==> src/line_unit_defines.svh <==
// Purpose: constants for the line unit interrupt enable block
// Assumes: 8-bit host microprocessor port, byte registers
// Notes:   offsets are host port byte addresses
`ifndef LINE_UNIT_DEFINES_SVH
`define LINE_UNIT_DEFINES_SVH
`define LU_IRQ_EN_ADDR      16'h0f04
`define LU_STATUS_ADDR      16'h0f05
`define LU_IRQ_STAT_ADDR    16'h0f06
`define LU_DMO_EN_BIT       6
`define LU_FLS_EN_BIT       5
`define LU_NLC_EN_BIT       3
`define LU_EN_RESET         8'h00
`define LU_DMO_BITS         128
`define LU_FIFO_NEAR        3
`endif

==> src/line_unit_pkg.sv <==
// Purpose: types for the line unit interrupt enable block
// Assumes: nothing beyond the defines header
// Notes:   types only
package line_unit_pkg;
  typedef logic [7:0] byte_t;  // host data byte
  typedef enum logic [1:0] {
    SRC_DMO,
    SRC_FLS,
    SRC_NLC
  } irq_src_t;                 // event sources
endpackage : line_unit_pkg

==> src/line_unit_irq.sv <==
// Purpose: line unit interrupt enables and pending events
// Assumes: single-rail mode set by software; pins synchronised here
// Notes:   pending bits clear by writing one at the interrupt status address
`include "line_unit_defines.svh"
`timescale 1ns/1ps
`default_nettype none
module line_unit_irq #(
  parameter int PTR_W = 5  // jitter fifo pointer width
) (
  input  wire logic                      mclk,
  input  wire logic                      rstn,
  input  wire logic [15:0]               host_addr,   // host port address
  input  wire logic                      host_wr,     // write strobe
  input  wire logic                      host_rd,     // read strobe
  input  wire line_unit_pkg::byte_t      host_wdata,  // write data
  output line_unit_pkg::byte_t           host_rdata,  // read data, registered
  input  wire logic                      line_bit_tick,   // line bit period pin
  input  wire logic                      line_pulse,      // bipolar activity pin
  input  wire logic [PTR_W-1:0]          fifo_rd_ptr,     // same clock
  input  wire logic [PTR_W-1:0]          fifo_wr_ptr,     // same clock
  input  wire logic                      loop_code_det,   // receive detector pin
  output logic                           irq_n,           // interrupt, low active
  output logic                           driver_monitor_alarm  // alarm status
);
  import line_unit_pkg::*;

  ////////////////////////////////////////////////////////////////////////
  // pin synchronisers
  logic [1:0] tick_s, pulse_s, nlc_s;  // two-stage synchronisers
  // first stage feeds only the second; all logic reads stage two
  always_ff @(posedge mclk) begin
    if (!rstn) begin
      tick_s  <= 2'h0;
      pulse_s <= 2'h0;
      nlc_s   <= 2'h0;
    end else begin
      tick_s  <= {tick_s[0], line_bit_tick};
      pulse_s <= {pulse_s[0], line_pulse};
      nlc_s   <= {nlc_s[0], loop_code_det};
    end
  end

  // delayed tick level; a rising edge of the synchronised pin is one bit period
  logic tick_q;  // previous tick level
  always_ff @(posedge mclk) begin
    if (!rstn) tick_q <= 1'b0;
    else       tick_q <= tick_s[1];
  end

  ////////////////////////////////////////////////////////////////////////
  // driver monitor detector
  // quiet counter stepped by tick edges, cleared by line activity
  logic dmo_w;  // raw alarm
  dmo_detect #(.QUIET_BITS(`LU_DMO_BITS)) u_dmo (
    .mclk       (mclk),
    .rstn       (rstn),
    .bit_tick   (tick_s[1] & ~tick_q),
    .pulse_seen (pulse_s[1]),
    .alarm      (dmo_w)
  );

  ////////////////////////////////////////////////////////////////////////
  // enable register
  localparam logic [7:0] EN_RESET = `LU_EN_RESET;  // whole-byte reset image
  logic en_dmo_r, en_fls_r, en_nlc_r;  // enable bits
  wire  wr_en  = host_wr && host_addr == `LU_IRQ_EN_ADDR;    // enable byte write
  wire  wr_clr = host_wr && host_addr == `LU_IRQ_STAT_ADDR;  // pending write-one clear
  // enables load from byte bits 6, 5 and 3; bits 7, 4 and 2 to 0 keep no storage
  always_ff @(posedge mclk) begin
    if (!rstn) begin
      en_dmo_r <= EN_RESET[`LU_DMO_EN_BIT];
      en_fls_r <= EN_RESET[`LU_FLS_EN_BIT];
      en_nlc_r <= EN_RESET[`LU_NLC_EN_BIT];
    end else if (wr_en) begin
      en_dmo_r <= host_wdata[`LU_DMO_EN_BIT];
      en_fls_r <= host_wdata[`LU_FLS_EN_BIT];
      en_nlc_r <= host_wdata[`LU_NLC_EN_BIT];
    end
  end

  ////////////////////////////////////////////////////////////////////////
  // event detection
  logic dmo_q, nlc_q;  // previous levels
  // last levels for change detection; reset low like the idle sources
  always_ff @(posedge mclk) begin
    if (!rstn) begin
      dmo_q <= 1'b0;
      nlc_q <= 1'b0;
    end else begin
      dmo_q <= dmo_w;
      nlc_q <= nlc_s[1];
    end
  end

  // pointer distance, modular, either direction
  // d and its negation cover the write pointer behind or ahead
  function automatic logic near_ptr(input logic [PTR_W-1:0] a, input logic [PTR_W-1:0] b);
    logic [PTR_W-1:0] d;
    d = a - b;
    near_ptr = (d <= PTR_W'(`LU_FIFO_NEAR)) || ((PTR_W'(0) - d) <= PTR_W'(`LU_FIFO_NEAR));
  endfunction : near_ptr

  logic fls_q;  // previous near level
  wire  fls_now = near_ptr(fifo_rd_ptr, fifo_wr_ptr);
  // near level follows same-clock pointers, no synchroniser needed
  always_ff @(posedge mclk) begin
    if (!rstn) fls_q <= 1'b0;
    else       fls_q <= fls_now;
  end

  // one-cycle event strobes: both alarm edges, near entry, both loop edges
  wire ev_dmo = dmo_w ^ dmo_q;
  wire ev_fls = fls_now & ~fls_q;
  wire ev_nlc = nlc_s[1] ^ nlc_q;

  ////////////////////////////////////////////////////////////////////////
  // pending bits, set wins over clear
  logic pend_dmo_r, pend_fls_r, pend_nlc_r;  // pending events
  // set needs the enable; an event in the clear cycle still lands
  always_ff @(posedge mclk) begin
    if (!rstn) begin
      pend_dmo_r <= 1'b0;
      pend_fls_r <= 1'b0;
      pend_nlc_r <= 1'b0;
    end else begin
      pend_dmo_r <= (en_dmo_r & ev_dmo) | (pend_dmo_r & ~(wr_clr & host_wdata[`LU_DMO_EN_BIT]));
      pend_fls_r <= (en_fls_r & ev_fls) | (pend_fls_r & ~(wr_clr & host_wdata[`LU_FLS_EN_BIT]));
      pend_nlc_r <= (en_nlc_r & ev_nlc) | (pend_nlc_r & ~(wr_clr & host_wdata[`LU_NLC_EN_BIT]));
    end
  end

  ////////////////////////////////////////////////////////////////////////
  // outputs and read back
  // registered interrupt and alarm pins
  always_ff @(posedge mclk) begin
    if (!rstn) begin
      irq_n                <= 1'b1;
      driver_monitor_alarm <= 1'b0;
    end else begin
      irq_n                <= ~(pend_dmo_r | pend_fls_r | pend_nlc_r);
      driver_monitor_alarm <= dmo_w;
    end
  end

  // read data registered on the strobe, held until the next read
  always_ff @(posedge mclk) begin
    if (!rstn) begin
      host_rdata <= 8'h00;
    end else if (host_rd) begin
      unique case (host_addr)
        `LU_IRQ_EN_ADDR:   host_rdata <= {1'b0, en_dmo_r, en_fls_r, 1'b0, en_nlc_r, 3'h0};
        `LU_STATUS_ADDR:   host_rdata <= {1'b0, dmo_w, fls_now, 1'b0, nlc_s[1], 3'h0};
        `LU_IRQ_STAT_ADDR: host_rdata <= {1'b0, pend_dmo_r, pend_fls_r, 1'b0, pend_nlc_r, 3'h0};
        default:           host_rdata <= 8'h00;
      endcase
    end
  end
endmodule : line_unit_irq
`default_nettype wire

==> src/dmo_detect.sv <==
// Purpose: driver monitor alarm from bipolar pulse activity
// Assumes: pulse_seen is a same-clock level, bit_tick a same-clock strobe
// Notes:   alarm drops in the cycle activity returns
`include "line_unit_defines.svh"
`timescale 1ns/1ps
`default_nettype none
module dmo_detect #(
  parameter int QUIET_BITS = `LU_DMO_BITS  // bit periods without pulses
) (
  input  wire logic mclk,
  input  wire logic rstn,
  input  wire logic bit_tick,    // one pulse per line bit period
  input  wire logic pulse_seen,  // bipolar pulse on line output
  output logic      alarm        // driver monitor alarm
);
  logic [$clog2(QUIET_BITS+1)-1:0] quiet_r;  // quiet bit counter

  // count quiet bit periods, clear on any pulse
  always_ff @(posedge mclk) begin
    if (!rstn) begin
      quiet_r <= '0;
    end else if (pulse_seen) begin
      quiet_r <= '0;
    end else if (bit_tick && quiet_r != QUIET_BITS[$bits(quiet_r)-1:0]) begin
      quiet_r <= quiet_r + 1'b1;
    end
  end

  // alarm at count reached, cleared the instant pulses return
  assign alarm = !pulse_seen && (quiet_r == QUIET_BITS[$bits(quiet_r)-1:0]);
endmodule : dmo_detect
`default_nettype wire

==> config.mk <==
export PLATFORM = sky130hd
export DESIGN_NAME = line_unit_irq
export DESIGN_NICKNAME = d
export VERILOG_FILES = /design/src/line_unit_pkg.sv /design/src/line_unit_irq.sv /design/src/dmo_detect.sv
export VERILOG_INCLUDE_DIRS = /design/src
export SDC_FILE = /design/constraint.sdc
export NUM_CORES = 1
export LEC_CHECK = 0
export ABC_AREA = 1
export BUFFER_PORTS_ARGS = -buffer_cell sky130_fd_sc_hd__buf_2
export CORE_UTILIZATION = 25
export CTS_BUF_LIST = sky130_fd_sc_hd__clkbuf_4
export DETAILED_ROUTE_END_ITERATION = 8
export GPL_TIMING_DRIVEN = 0
export PLACE_DENSITY = 0.42
export SLEW_MARGIN = 20
export SYNTH_ARGS = -nofsm -noshare
export SYNTH_HDL_FRONTEND = slang
export SYNTH_HIERARCHICAL = 1
export SYNTH_SLANG_ARGS = --single-unit
==> constraint.sdc <==
create_clock -name mclk -period 5.35 [get_ports mclk]
set_clock_uncertainty 0.2 [all_clocks]
set_input_delay 0.8025 -clock mclk [delete_from_list [all_inputs] [get_ports mclk]]
set_output_delay 0.8025 -clock mclk [all_outputs]
set_load 0.01 [all_outputs]
==> impl.org, run 1 <==
** Outcome
- The run finished with clean final reports.

** Pwr
- The worst-case IR drop observed on VDD is 76.14 uV.
- Static leakage :: 1.073 nW
- Power per unit of standard cell area :: 203.5 nW/um2
- Post-layout power :: 0.4380 mW

** Synth
- After synthesis the cells add up to 1764 um2.
- Among all flip-flop cells after synthesis, the most frequent one is sky130_fd_sc_hd__dfxtp_1.
- Averaged over all synthesized cells, the footprint is 6.510 um2.
- Counting flops with a built-in enable in the synthesized netlist gives 0.
- For this run, the register share of the synthesized area comes to 31.77%.
- Number of warnings reported in the yosys synthesis log :: 6
- Number of synthesized register bits :: 28
- In the synthesized netlist, the number of instances is 271.
- Fraction of registers with async set/reset :: 0%
- Number of different library cells in the post-synthesis netlist :: 27

** Clock tree
- Source-to-sink clock delay at the later pin of the worst-skew pair :: 0.34 ns
- Clock transition at the registers of the reported paths :: 0.17 ns
- Clock tree synthesis found a total of 28 sinks.
- In this run the number of H-tree levels came out at 1.
- Root buffer selected by CTS :: sky130_fd_sc_hd__clkbuf_4
- # hold bufs at CTS :: 0
- Total of cells resized after clock tree synthesis :: 0
- Clock tree synthesis inserted a total of 3 buffers.
- Clock tree from TritonCTS :: built
- In this run the deepest clock path goes through 2 buffers.
- After clock tree synthesis, the setup repair step added 0 buffers.

** Timing
- Count of final setup violators :: 0
- Setup total negative slack on the finished layout was measured at 0 ns.
- Maximum operating frequency :: 375.6 MHz
- Count of final max-slew check failures :: 0
- Ratio of final minimum period to clock period :: 49.77%
- Setup repair after global routing left no endpoint under its margin.
- Tmin final :: 2.663 ns
- Final Hold Viols :: 0

** Routing
- First-pass DRT Iterations :: 4
- For this block, the initial DRC count from the detailed router was 64.
- After detailed routing, the average wire length per cell comes to 9.280 um.
- Aggregate routed wire length :: 3851 um
- Via count :: 1705
- Remaining number of nets flagged by the antenna check after routing :: 0
- For this run, design rule violations remaining after detail routing come to 0.
- Per-cell via count in the routed design :: 4.108

** Global routing
- Largest net degree at the start of global routing :: 17
- Summed over all layers, the global routing overflow is 0.
- First-pass GRT wire length :: 6810 um
- The initial antenna violation count came to 0.
- Overall routing resource usage :: 11.30%
- The via count of the first global-routing pass came to 1549.

** Cells and area
- Area taken by flip-flops and latches :: 560.5 um2
- Share of layout cells above drive strength 1 :: 20.38%
- Area delta synth->final :: 21.99%
- The filler cells instantiated in the layout total 761.
- Measured on the finished design, the core utilization comes to 31.68%.
- In the final layout, the multi-input gates occupy 985.9 um2.
- After the last flow step, the layout net total stands at 371.
- Antenna cell count :: 0

** Floorplan
- Number of ports placed on the die boundary :: 51
- In this run the standard cell core region covers 6794 um2.
- The initial utilization of the core area, before any placement, comes to 25.97%.
- Measured along the x axis, the die boundary spans 86.01 um.
- Total Die Area :: 7397 um2
- Die span in y :: 86.01 um
- In this run the core area contains 30 standard-cell rows.

** Flow run
- Across the run, the number of max-cap violations was 0.

** Setup path
- Critical path fanouts, max :: 5
- Kind of end point of the critical path :: flip-flop
- Required @ worst endpoint :: 5.43 ns
- Worst setup path class :: in -> reg
- STA classifies the critical path startpoint as a primary input.
- Data arrival time at the worst-slack endpoint :: 2.74 ns

** Worst hold path
- The tightest min-delay check is of the reg -> reg type.

** Place
- Number of buffer cells added on primary ports :: 40
- RD Place Congestion :: 0.7451
- Detail Placement HPWL :: 3107 um
## layout by cell type, fill, tap and decap left out
cell	synthesis	routed
sky130_fd_sc_hd__nand3b_1	1	1
sky130_fd_sc_hd__dfxtp_1	28	28
sky130_fd_sc_hd__nor3_4	2	2
sky130_fd_sc_hd__nand4_1	4	4
sky130_fd_sc_hd__bufinv_16	0	1
sky130_fd_sc_hd__o211ai_1	1	1
sky130_fd_sc_hd__nand3_1	26	26
sky130_fd_sc_hd__nor2_1	26	26
sky130_fd_sc_hd__buf_6	1	1
sky130_fd_sc_hd__o21ai_0	9	9
sky130_fd_sc_hd__nand2_2	4	4
sky130_fd_sc_hd__fa_1	1	1
sky130_fd_sc_hd__nor3_2	1	1
sky130_fd_sc_hd__ha_1	9	9
sky130_fd_sc_hd__nor4_1	1	1
sky130_fd_sc_hd__inv_1	47	47
sky130_fd_sc_hd__nand2_4	1	1
sky130_fd_sc_hd__nand2_1	68	68
sky130_fd_sc_hd__clkbuf_4	0	3
sky130_fd_sc_hd__conb_1	1	5
sky130_fd_sc_hd__o31ai_1	1	1
sky130_fd_sc_hd__clkbuf_1	1	1
sky130_fd_sc_hd__inv_2	1	1
sky130_fd_sc_hd__buf_4	5	5
sky130_fd_sc_hd__a21oi_1	22	22
sky130_fd_sc_hd__buf_2	0	40
sky130_fd_sc_hd__xor2_1	1	1
sky130_fd_sc_hd__nor2_2	6	6
sky130_fd_sc_hd__nor3_1	2	2
sky130_fd_sc_hd__o21a_1	1	1
## cell type report
class	instances	share of cell area [%]
Tap cell	96	5.581
Inverter	48	8.372
Buffer	7	2.442
Clock buffer	3	1.047
Multi-Input combinational cell	192	45.81
Clock inverter	1	1.395
Sequential cell	28	26.05
Timing Repair Buffer	40	9.302
## final timing paths
check / startpoint / endpoint / slack (ns) / cells after the start
worst max register to register: u_dmo/quiet_r[0] / host_rdata[6] / 3.53 / 10
worst max-delay path: fifo_rd_ptr[0] / host_rdata[5] / 2.69 / 16
worst min register to register: tick_s[1] / tick_q / 0.22 / 2
worst min-delay path: tick_s[1] / tick_q / 0.22 / 2
## sequential cells by signal (all words and copies together) (netlist names)
register / flops
driver_monitor_alarm: 1
en_dmo_r: 1
en_fls_r: 1
en_nlc_r: 1
fls_q: 1
host_rdata: 3
irq_n: 1
nlc_q: 1
nlc_s: 2
pend_dmo_r: 1
pend_fls_r: 1
pend_nlc_r: 1
pulse_s: 2
tick_q: 1
tick_s: 2
u_dmo/quiet_r: 8
## per-stage QoR
stage | hold slack (ns) | worst slack, ns | std cells | instance area, um2
floorplan | 0.1905 | 2.604 | 275 | 1779
global placement | 0.1969 | 2.323 | 411 | 2100
detailed placement | 0.2000 | 2.322 | 411 | 2100
CTS | 0.2190 | 2.682 | 415 | 2152
global route | 0.2468 | 2.480 | 415 | 2152
finish | 0.2236 | 2.687 | 415 | 2152
## critical path, stage by stage
cell and delay [ns]:
sky130_fd_sc_hd__buf_2 0.07, sky130_fd_sc_hd__inv_1 0.03, sky130_fd_sc_hd__ha_1 0.21, sky130_fd_sc_hd__fa_1 0.58, sky130_fd_sc_hd__ha_1 0.26, sky130_fd_sc_hd__nand2_1 0.06, sky130_fd_sc_hd__nor2_1 0.04, sky130_fd_sc_hd__a21oi_1 0.11
sky130_fd_sc_hd__nand2_1 0.06, sky130_fd_sc_hd__nor2_1 0.10, sky130_fd_sc_hd__nand2_1 0.08, sky130_fd_sc_hd__nand2_1 0.07, sky130_fd_sc_hd__nand2_1 0.05, sky130_fd_sc_hd__nand2_1 0.06, sky130_fd_sc_hd__nand2_1 0.04, sky130_fd_sc_hd__a21oi_1 0.10
## cells by family after synthesis
family,Yosys count,share of synthesized area [%]
compound gates,34,10.07
buf+inv,55,13.19
xor+xnor,1,0.4965
flops,28,31.77
simple gates,142,36.74
other cells,1,0.2126
fa+ha+maj,10,7.518
## power by group
part	internal (mW)	switching, mW	total, mW
logic	0.0324	0.0469	0.0793
registers	0.213	0.00220	0.215
clock network	0.0757	0.0679	0.144
total	0.321	0.117	0.438
## synthesized netlist by cell type, drive strengths merged (4+ instances only)
library cell | count | share of area (%)
nand2 | 73 | 17
inv | 48 | 10
nor2 | 32 | 7.7
dfxtp | 28 | 32
nand3 | 26 | 7.4
a21oi | 22 | 6.2
ha | 9 | 6.4
o21ai | 9 | 2.6
buf | 6 | 2.8
nor3 | 5 | 3.0
nand4 | 4 | 1.4
## metal layers
layer / up-vias / part of all wire [%] / global-route usage, %
li1: 937 / - / -
met1: 727 / 54 / 15.79
met2: 39 / 41 / 17.89
met3: 2 / 4.6 / 1.251
met4: 0 / 0.99 / 4.091
met5: - / 0 / 0
Note: power is estimated with default switching activity, not from simulation.
==> inputs of run 2 (changes only) <==
clock period = 2.5 ns   (was 5.35 ns; I/O delays follow)
==> run 2 against run 1 <==
Effect of this change:
- sequential share of layout area is 0.36 points lower
- via count is 0.35% higher
- combinational power rose by 120%
- cell count up 0.72%
- setup slack lost 2.4 ns
- power is 110% higher
- hold slack worse by 0.14 ns
- core utilization is 0.44 points higher
- routed wire length increased by 0.60%
- critical path type unchanged
- largest power group unchanged
==> impl.org, run 2 (synthesized netlist as in run 1, its figures left out) <==
** Floorplan
- The row count came to 30 (unchanged).
- CORE AREA :: 6794 um2 (unchanged)
- Initial Utilization :: 25.97% (unchanged)
- Die span in y :: 86.01 um (unchanged)
- The top-level I/O count was 51 (unchanged).
- The total die area came to 7397 um2 (unchanged).
- Chip width :: 86.01 um (unchanged)

** Cells and area
- Leaving out fill and tap cells, the most frequent cell in the layout is sky130_fd_sc_hd__nand2_1.
- Top flop regs :: u_dmo/quiet_r (8), host_rdata (3)
- The layout net count was 374 (+0.81%).
- In the layout the commonest cells are sky130_fd_sc_hd__nand2_1 (68), sky130_fd_sc_hd__inv_1 (47), sky130_fd_sc_hd__buf_2 (40), sky130_fd_sc_hd__dfxtp_1 (28).
- Area delta synth->final :: 23.69%
- Max FFs per register :: 8 (unchanged)
- Antenna cell count :: 0 (unchanged)
- Counting flops per register, the top entry is u_dmo/quiet_r.
- The share of layout cells above drive strength 1 is 20.19% (-0.19 points).
- Layout filler cell count :: 758 (-0.39%)

** Setup path
- The largest fanout on the critical path came to 5 (unchanged).
- STA classifies the critical path startpoint as a primary input.
- Worst reg2reg path startpoint :: u_dmo/quiet_r[0]
- The worst setup path is of the in -> reg kind.
- R2R depth :: 10 (unchanged)
- Kind of end point of the critical path :: flip-flop
- End of the worst register-to-register path :: host_rdata[6]
- Slack of the worst reg-to-reg path :: 0.69 ns (-2.84 ns)
- The worst endpoint data arrival time was 2.31 ns (-0.43 ns).
- The critical path required time is 2.58 ns (-2.85 ns).

** Outcome
- The flow ran to the end, and the final reports show no timing, DRC or antenna violations.

** Clock tree
- CTS H-tree lvls :: 1 (unchanged)
- The clock buffer count from CTS was 3 (unchanged).
- Clock Sink Count :: 28 (unchanged)
- TritonCTS built the clock tree.
- Post-CTS setup buffer count :: 0 (unchanged)
- Source-to-sink clock delay at the later pin of the worst-skew pair :: 0.34 ns (about the same)
- CTS Buffer Depth :: 2 (unchanged)
- Clock transition at the registers of the reported paths :: 0.16 ns (about the same)
- Root buffer selected by CTS :: sky130_fd_sc_hd__clkbuf_4

** Worst hold path
- Worst min-delay path startpoint :: host_rd
- Hold crit path type :: in -> reg
- The cell depth of the worst hold path was 3 (+1).
- Worst hold endpoint :: host_rdata[6]

** Routing
- Per-cell via count in the routed design :: 4.093 (-0.37%)
- Initial drt markers :: 68 (+6.3%)
- The mean routed wirelength per cell was 9.268 um (-0.12%).
- The via count came to 1711 (+0.35%).
- The number of optimization iterations in the first detailed-route pass is 4 (unchanged).
- The residual antenna-violating net count after detailed routing is 0 (unchanged).
- Aggregate routed wire length :: 3874 um (+0.60%)
- Number of remaining DRC errors :: 0 (unchanged)

** Pwr
- Static leakage :: 1.085 nW (+1.2%)
- The worst-case vdd ir drop is 163.0 uV (+110%).
- Power per unit of standard cell area :: 431.0 nW/um2 (+110%)
- Post-layout power :: 0.9405 mW (+110%)

** Place
- Detail Placement HPWL :: 3107 um (unchanged)
- Number of buffer cells added on primary ports :: 40 (unchanged)
- Worst slack at placement :: -0.1007 ns (-2.422 ns)
- RD Place Congestion :: 0.7451 (unchanged)

** Timing
- Timing would allow up to 447.0 MHz.
- The routed design could run at a clock period as short as 2.237 ns.
- Count of final max-slew check failures :: 0 (unchanged)
- Min setup slack post-route :: 0.2628 ns (-2.425 ns)
- The number of hold violations in the final report was 0 (unchanged).
- Count of final setup violators :: 0 (unchanged)
- Setup repair after global routing left no endpoint under its margin.
- Ratio of final minimum period to clock period :: 89.49%

** Global routing
- Antenna violations before repair :: 0 (unchanged)
- Via count of the first global-routing pass :: 1550 (+0.065%)
- First-pass GRT wire length :: 6796 um (-0.21%)
- The total global routing track utilization is 11.28% (-0.020 points).
- The leftover overflow at the end of global routing came to 0 (unchanged).
- The largest net degree at the start of global routing came to 17 (unchanged).

** Flow run
- The number of maximum-capacitance violations is 0 (unchanged).
-- run 2: worst max path at each step --
stage,from,end,slack (ns)
5_1_grt,fifo_rd_ptr[0],host_rdata[5],0.06
3_3_place_gp,fifo_rd_ptr[0],host_rdata[5],-0.1
4_1_cts,fifo_rd_ptr[0],host_rdata[5],0.26
6_report,fifo_rd_ptr[0],host_rdata[5],0.26
2_1_floorplan,fifo_rd_ptr[0],host_rdata[5],0.18
3_5_place_dp,fifo_rd_ptr[0],host_rdata[5],-0.10
-- run 2: area by class of cell --
| cell class | instances | area (um2) | area share [%] |
|---|---|---|---|
| tap | 96 | 120.1 | 5.505 |
| sequential | 28 | 560.5 | 25.69 |
| timing repair buffer | 43 | 230.2 | 10.55 |
| clock inverter | 1 | 30.03 | 1.376 |
| buffer | 7 | 52.55 | 2.408 |
| clock buffer | 3 | 22.52 | 1.032 |
| inverter | 48 | 180.2 | 8.257 |
| multi-input combinational | 192 | 985.9 | 45.18 |
-- run 2: repair_timing --
item,in CTS,in global routing
hold endpoints to repair,3,0
resized for setup,0,0
hold buffers,3,0
-- run 2: critical path, stage by stage --
cell and delay [ns]:
sky130_fd_sc_hd__buf_2 0.07, sky130_fd_sc_hd__inv_1 0.03, sky130_fd_sc_hd__ha_1 0.21, sky130_fd_sc_hd__fa_1 0.59, sky130_fd_sc_hd__ha_1 0.26, sky130_fd_sc_hd__nand2_1 0.06, sky130_fd_sc_hd__nor2_1 0.04, sky130_fd_sc_hd__a21oi_1 0.11
sky130_fd_sc_hd__nand2_1 0.06, sky130_fd_sc_hd__nor2_1 0.10, sky130_fd_sc_hd__nand2_1 0.08, sky130_fd_sc_hd__nand2_1 0.07, sky130_fd_sc_hd__nand2_1 0.05, sky130_fd_sc_hd__nand2_1 0.06, sky130_fd_sc_hd__nand2_1 0.04, sky130_fd_sc_hd__a21oi_1 0.10
-- run 2: power breakdown --
part / leakage, nW / switching, mW / internal, mW / total [mW]
logic: 0.830 / 0.101 / 0.0723 / 0.173
clock network: 0.0279 / 0.145 / 0.162 / 0.307
registers: 0.227 / 0.00476 / 0.456 / 0.460
total: 1.09 / 0.251 / 0.690 / 0.941
-- run 2: through the flow --
stage               area [um2]  setup TNS [ns]  hold slack (ns)  util, %  cells
global placement          2100         -0.1408           0.1969    30.90    411
finish                    2182               0          0.08313    32.12    418
detailed placement        2100         -0.1482           0.2000    30.90    411
CTS                       2182               0          0.06330    32.12    418
floorplan                 1779               0           0.1905        -    275
global route              2182               0          0.07421    32.12    418
-- run 2: per-layer routing --
metal | up-vias | track usage [%] | wire (um) | share of wire [%]
met5 | - | 0 | 0 | 0
met4 | 0 | 4.091 | 38 | 0.98
met3 | 2 | 1.155 | 180 | 4.6
met2 | 40 | 17.97 | 1587 | 41
met1 | 727 | 15.73 | 2067 | 53
li1 | 942 | - | - | -
==> inputs of run 3 (changes only) <==
==> constraint.sdc (replaced) <==
create_clock -name mclk -period 2.5 [get_ports mclk]
set_clock_uncertainty 0.2 [all_clocks]
set_input_delay 0.75 -clock mclk [delete_from_list [all_inputs] [get_ports mclk]]
set_output_delay 0.75 -clock mclk [all_outputs]
set_load 0.01 [all_outputs]
==> run 3 against run 2 <==
Effect of this change:
- non-clock buffer count shrank 2
- critical endpoint unchanged
- power down 11%
- core utilization increased by 0.42 points
- routed wire length shrank 5.4%
- largest cell class unchanged
==> impl.org, run 3 (synthesized netlist as in run 1, its figures left out) <==
** Setup path
- The slowest stage of the critical path is the sky130_fd_sc_hd__fa_2 cell.
- R2R depth :: 10 (unchanged)
- The reg2reg setup slack came to 0.70 ns (about the same).
- Startpoint types :: primary input
- The worst endpoint data arrival time is 2.51 ns (+0.20 ns).
- Counting stages on the worst path, the most repeated cell is sky130_fd_sc_hd__nand2_1.
- The largest stage delay on the critical path was 0.58 ns (about the same).
- The signal on the critical path passes through buf_8, inv_8, ha_4, fa_2, ha_4, nand2_2, nor2_2, a21oi_2, nand2_1, nor2_1, nand2_1, nand2_1, nand2_1, nand2_1, nand2_1, a21oi_1.
- STA classifies the critical path endpoint as a flip-flop.
- The sum of buffers and inverters on the critical path was 2 (unchanged).
- The endpoint identified for the worst register-to-register timing path is host_rdata[6].
- The startpoint identified for the worst register-to-register timing path is u_dmo/quiet_r[0].
- Critical path fanouts, max :: 2 (-3)
- Worst setup path class :: in -> reg
- Required @ worst endpoint :: 2.56 ns (-0.02 ns)
- Worst path top cell family by delay :: adder cells

** Place
- The routability-driven placement congestion ratio was 0.7543 (+1.2%).
- The number of buffers inserted by port buffering is 40 (unchanged).
- Detail Placement HPWL :: 2981 um (-4.0%)
- The instance area after placement was 2120 um2 (+0.95%).

** Timing
- Setup repair after global routing could not meet its margin everywhere.
- The number of hold violations in the final report was 0 (unchanged).
- Sum Neg Setup Slack :: 0 ns (unchanged)
- Ratio of final minimum period to clock period :: 97.80% (+8.3 points)
- The post-layout minimum cycle time came to 2.445 ns (+0.2077 ns).
- The maximum clock frequency is 409.0 MHz (-8.5%).
- The total setup violations reported at the end of the flow came to 0 (unchanged).
- Count of final max-slew check failures :: 0 (unchanged)

** Global routing
- First-pass GRT wire length :: 6679 um (-1.7%)
- The met2 layer usage reported by global route came to 16.96% (-1.0 points).
- Largest net degree at the start of global routing :: 15 (-2)
- Antenna violations before repair :: 0 (unchanged)
- The global routing stage identified its most utilized layer as met2.
- The leftover overflow at the end of global routing is 0 (unchanged).
- Met1 Use GR :: 15.62% (-0.11 points)
- Overall routing resource usage :: 10.88% (-0.40 points)
- The via count of the first global-routing pass came to 1537 (-0.84%).
- The met3 track demand over resource in global routing was 1.347% (+0.19 points).

** Cells and area
- Compared with the post-synthesis result, the final layout area differs by 25.32%.
- The layout net count was 372 (-0.53%).
- Most flop-heavy register :: u_dmo/quiet_r
- Antenna cell count :: 0 (unchanged)
- The largest registers in the layout are u_dmo/quiet_r (8), host_rdata (3).
- The number of flip-flops under the largest register name came to 8 (unchanged).
- The share of layout cells above drive strength 1 came to 23.20% (+3.0 points).
- The library cells used most frequently in the layout, excluding fill and tap cells, are sky130_fd_sc_hd__nand2_1 (67), sky130_fd_sc_hd__inv_1 (46), sky130_fd_sc_hd__buf_2 (38), sky130_fd_sc_hd__dfxtp_1 (28), sky130_fd_sc_hd__nand3_1 (26).
- Leaving out fill and tap cells, the most frequent cell in the layout is sky130_fd_sc_hd__nand2_1.
- The cell area after layout came to 2211 um2 (+1.3%).

** Pwr
- The leakage component of the power is 1.071 nW (-1.3%).
- VDD IR max :: 164.9 uV (+1.2%)
- Power per unit of standard cell area :: 379.3 nW/um2 (-12%)

** Floorplan
- Total Die Area :: 7397 um2 (unchanged)
- Chip width :: 86.01 um (unchanged)
- The y dimension of the die is 86.01 um (unchanged).
- The top-level I/O count is 51 (unchanged).
- The core box area is 6794 um2 (unchanged).
- The row count was 30 (unchanged).
- Initial Utilization :: 25.97% (unchanged)

** Worst hold path
- Worst min-delay path startpoint :: pulse_s[0]
- The cell depth of the worst hold path is 2 (-1).
- Hold crit path type :: reg -> reg
- The path with the worst hold slack has its endpoint at pulse_s[1].

** Routing
- Aggregate routed wire length :: 3666 um (-5.4%)
- Via count :: 1670 (-2.4%)
- Per-cell via count in the routed design :: 4.024 (-1.7%)
- The mean routed wirelength per cell is 8.834 um (-4.7%).
- The residual antenna-violating net count after detailed routing is 0 (unchanged).
- The DRC violation count after routing is 0 (unchanged).
- The number of optimization iterations in the first detailed-route pass came to 4 (unchanged).
- Initial drt markers :: 60 (-12%)

** Clock tree
- # hold bufs at CTS :: 0 (-3)
- Root buffer selected by CTS :: sky130_fd_sc_hd__clkbuf_4
- CTS Buffer Depth :: 2 (unchanged)
- Clock Sink Count :: 28 (unchanged)
- The number of H-tree levels came to 1 (unchanged).
- Number of buffers created by CTS :: 3 (unchanged)
- Source-to-sink clock delay at the later pin of the worst-skew pair :: 0.31 ns (-0.03 ns)
- Clock transition at the registers of the reported paths :: 0.14 ns (-0.02 ns)
- Clock tree from TritonCTS :: built

** Flow run
- Max-capacitance violation count :: 0 (unchanged)

** Outcome
- The flow ran to the end, and the final reports show no timing, DRC or antenna violations.
## run 3: cell count changes in the layout (fill, tap and decap cells not counted), sizes merged
cell,before,now
bufinv,1,0
dlygate4sd3,3,0
buf,46,47
## run 3: where the power goes
| part | switching, mW | internal [mW] |
|---|---|---|
| Clock | 0.124 | 0.0564 |
| Combinational | 0.111 | 0.0876 |
| Sequential | 0.00484 | 0.455 |
| Total | 0.239 | 0.599 |
## run 3: area by class of cell
class	instances	area, um2
Multi-Input combinational cell	192	1040
Fill cell	761	4583
Inverter	48	187.7
Sequential cell	28	560.5
Timing Repair Buffer	41	227.7
Buffer	7	52.55
Tap cell	96	120.1
Clock buffer	3	22.52
## run 3: repair_timing
item | 4_1_cts | 5_1_grt
setup buffers | 1 | 0
endpoints found under the hold margin | 0 | 0
pin swaps | 3 | 10
gates cloned | 0 | 0
resized for setup | 2 | 11
setup endpoints to repair | 2 | 2
## run 3: how the worst max path moves through the flow
stage	start	end	slack (ns)	cells past startpoint
CTS	fifo_rd_ptr[0]	host_rdata[5]	0.006	16
global route	fifo_rd_ptr[0]	host_rdata[5]	-0.13	16
finish	fifo_rd_ptr[0]	host_rdata[5]	0.06	16
global placement	fifo_rd_ptr[0]	host_rdata[5]	-0.52	16
detailed placement	fifo_rd_ptr[0]	host_rdata[5]	-0.49	16
floorplan	fifo_rd_ptr[0]	host_rdata[5]	-0.19	15
## run 3: routing by layer
layer  share of wire (%)  vias up
met4                0.85        0
met1                  55      691
met2                  40       38
li1                    -      939
met5                   0        -
met3                 4.0        2
## run 3: tightest hold or removal path, delay by kind of cell, from the launching register on
kind	cells	cell delay, ns
flip-flops	1	0.32
buffers and inverters	1	0.03
AND/OR/NAND/NOR	1	0.05
## run 3: through the flow
step / util (%) / hold slack [ns] / cells / power, mW / worst slack, ns
after floorplan: - / 0.1905 / 275 / 0.5868 / -0.1904
after global placement: 31.20 / 0.1962 / 411 / 0.6436 / -0.5192
after detailed placement: 31.20 / 0.1991 / 411 / 0.6443 / -0.4916
after CTS: 31.71 / 0.2283 / 415 / 0.8419 / 0.005528
after global routing: 32.54 / 0.2518 / 415 / 0.9023 / -0.1274
final: 32.54 / 0.2252 / 415 / 0.8385 / 0.05504
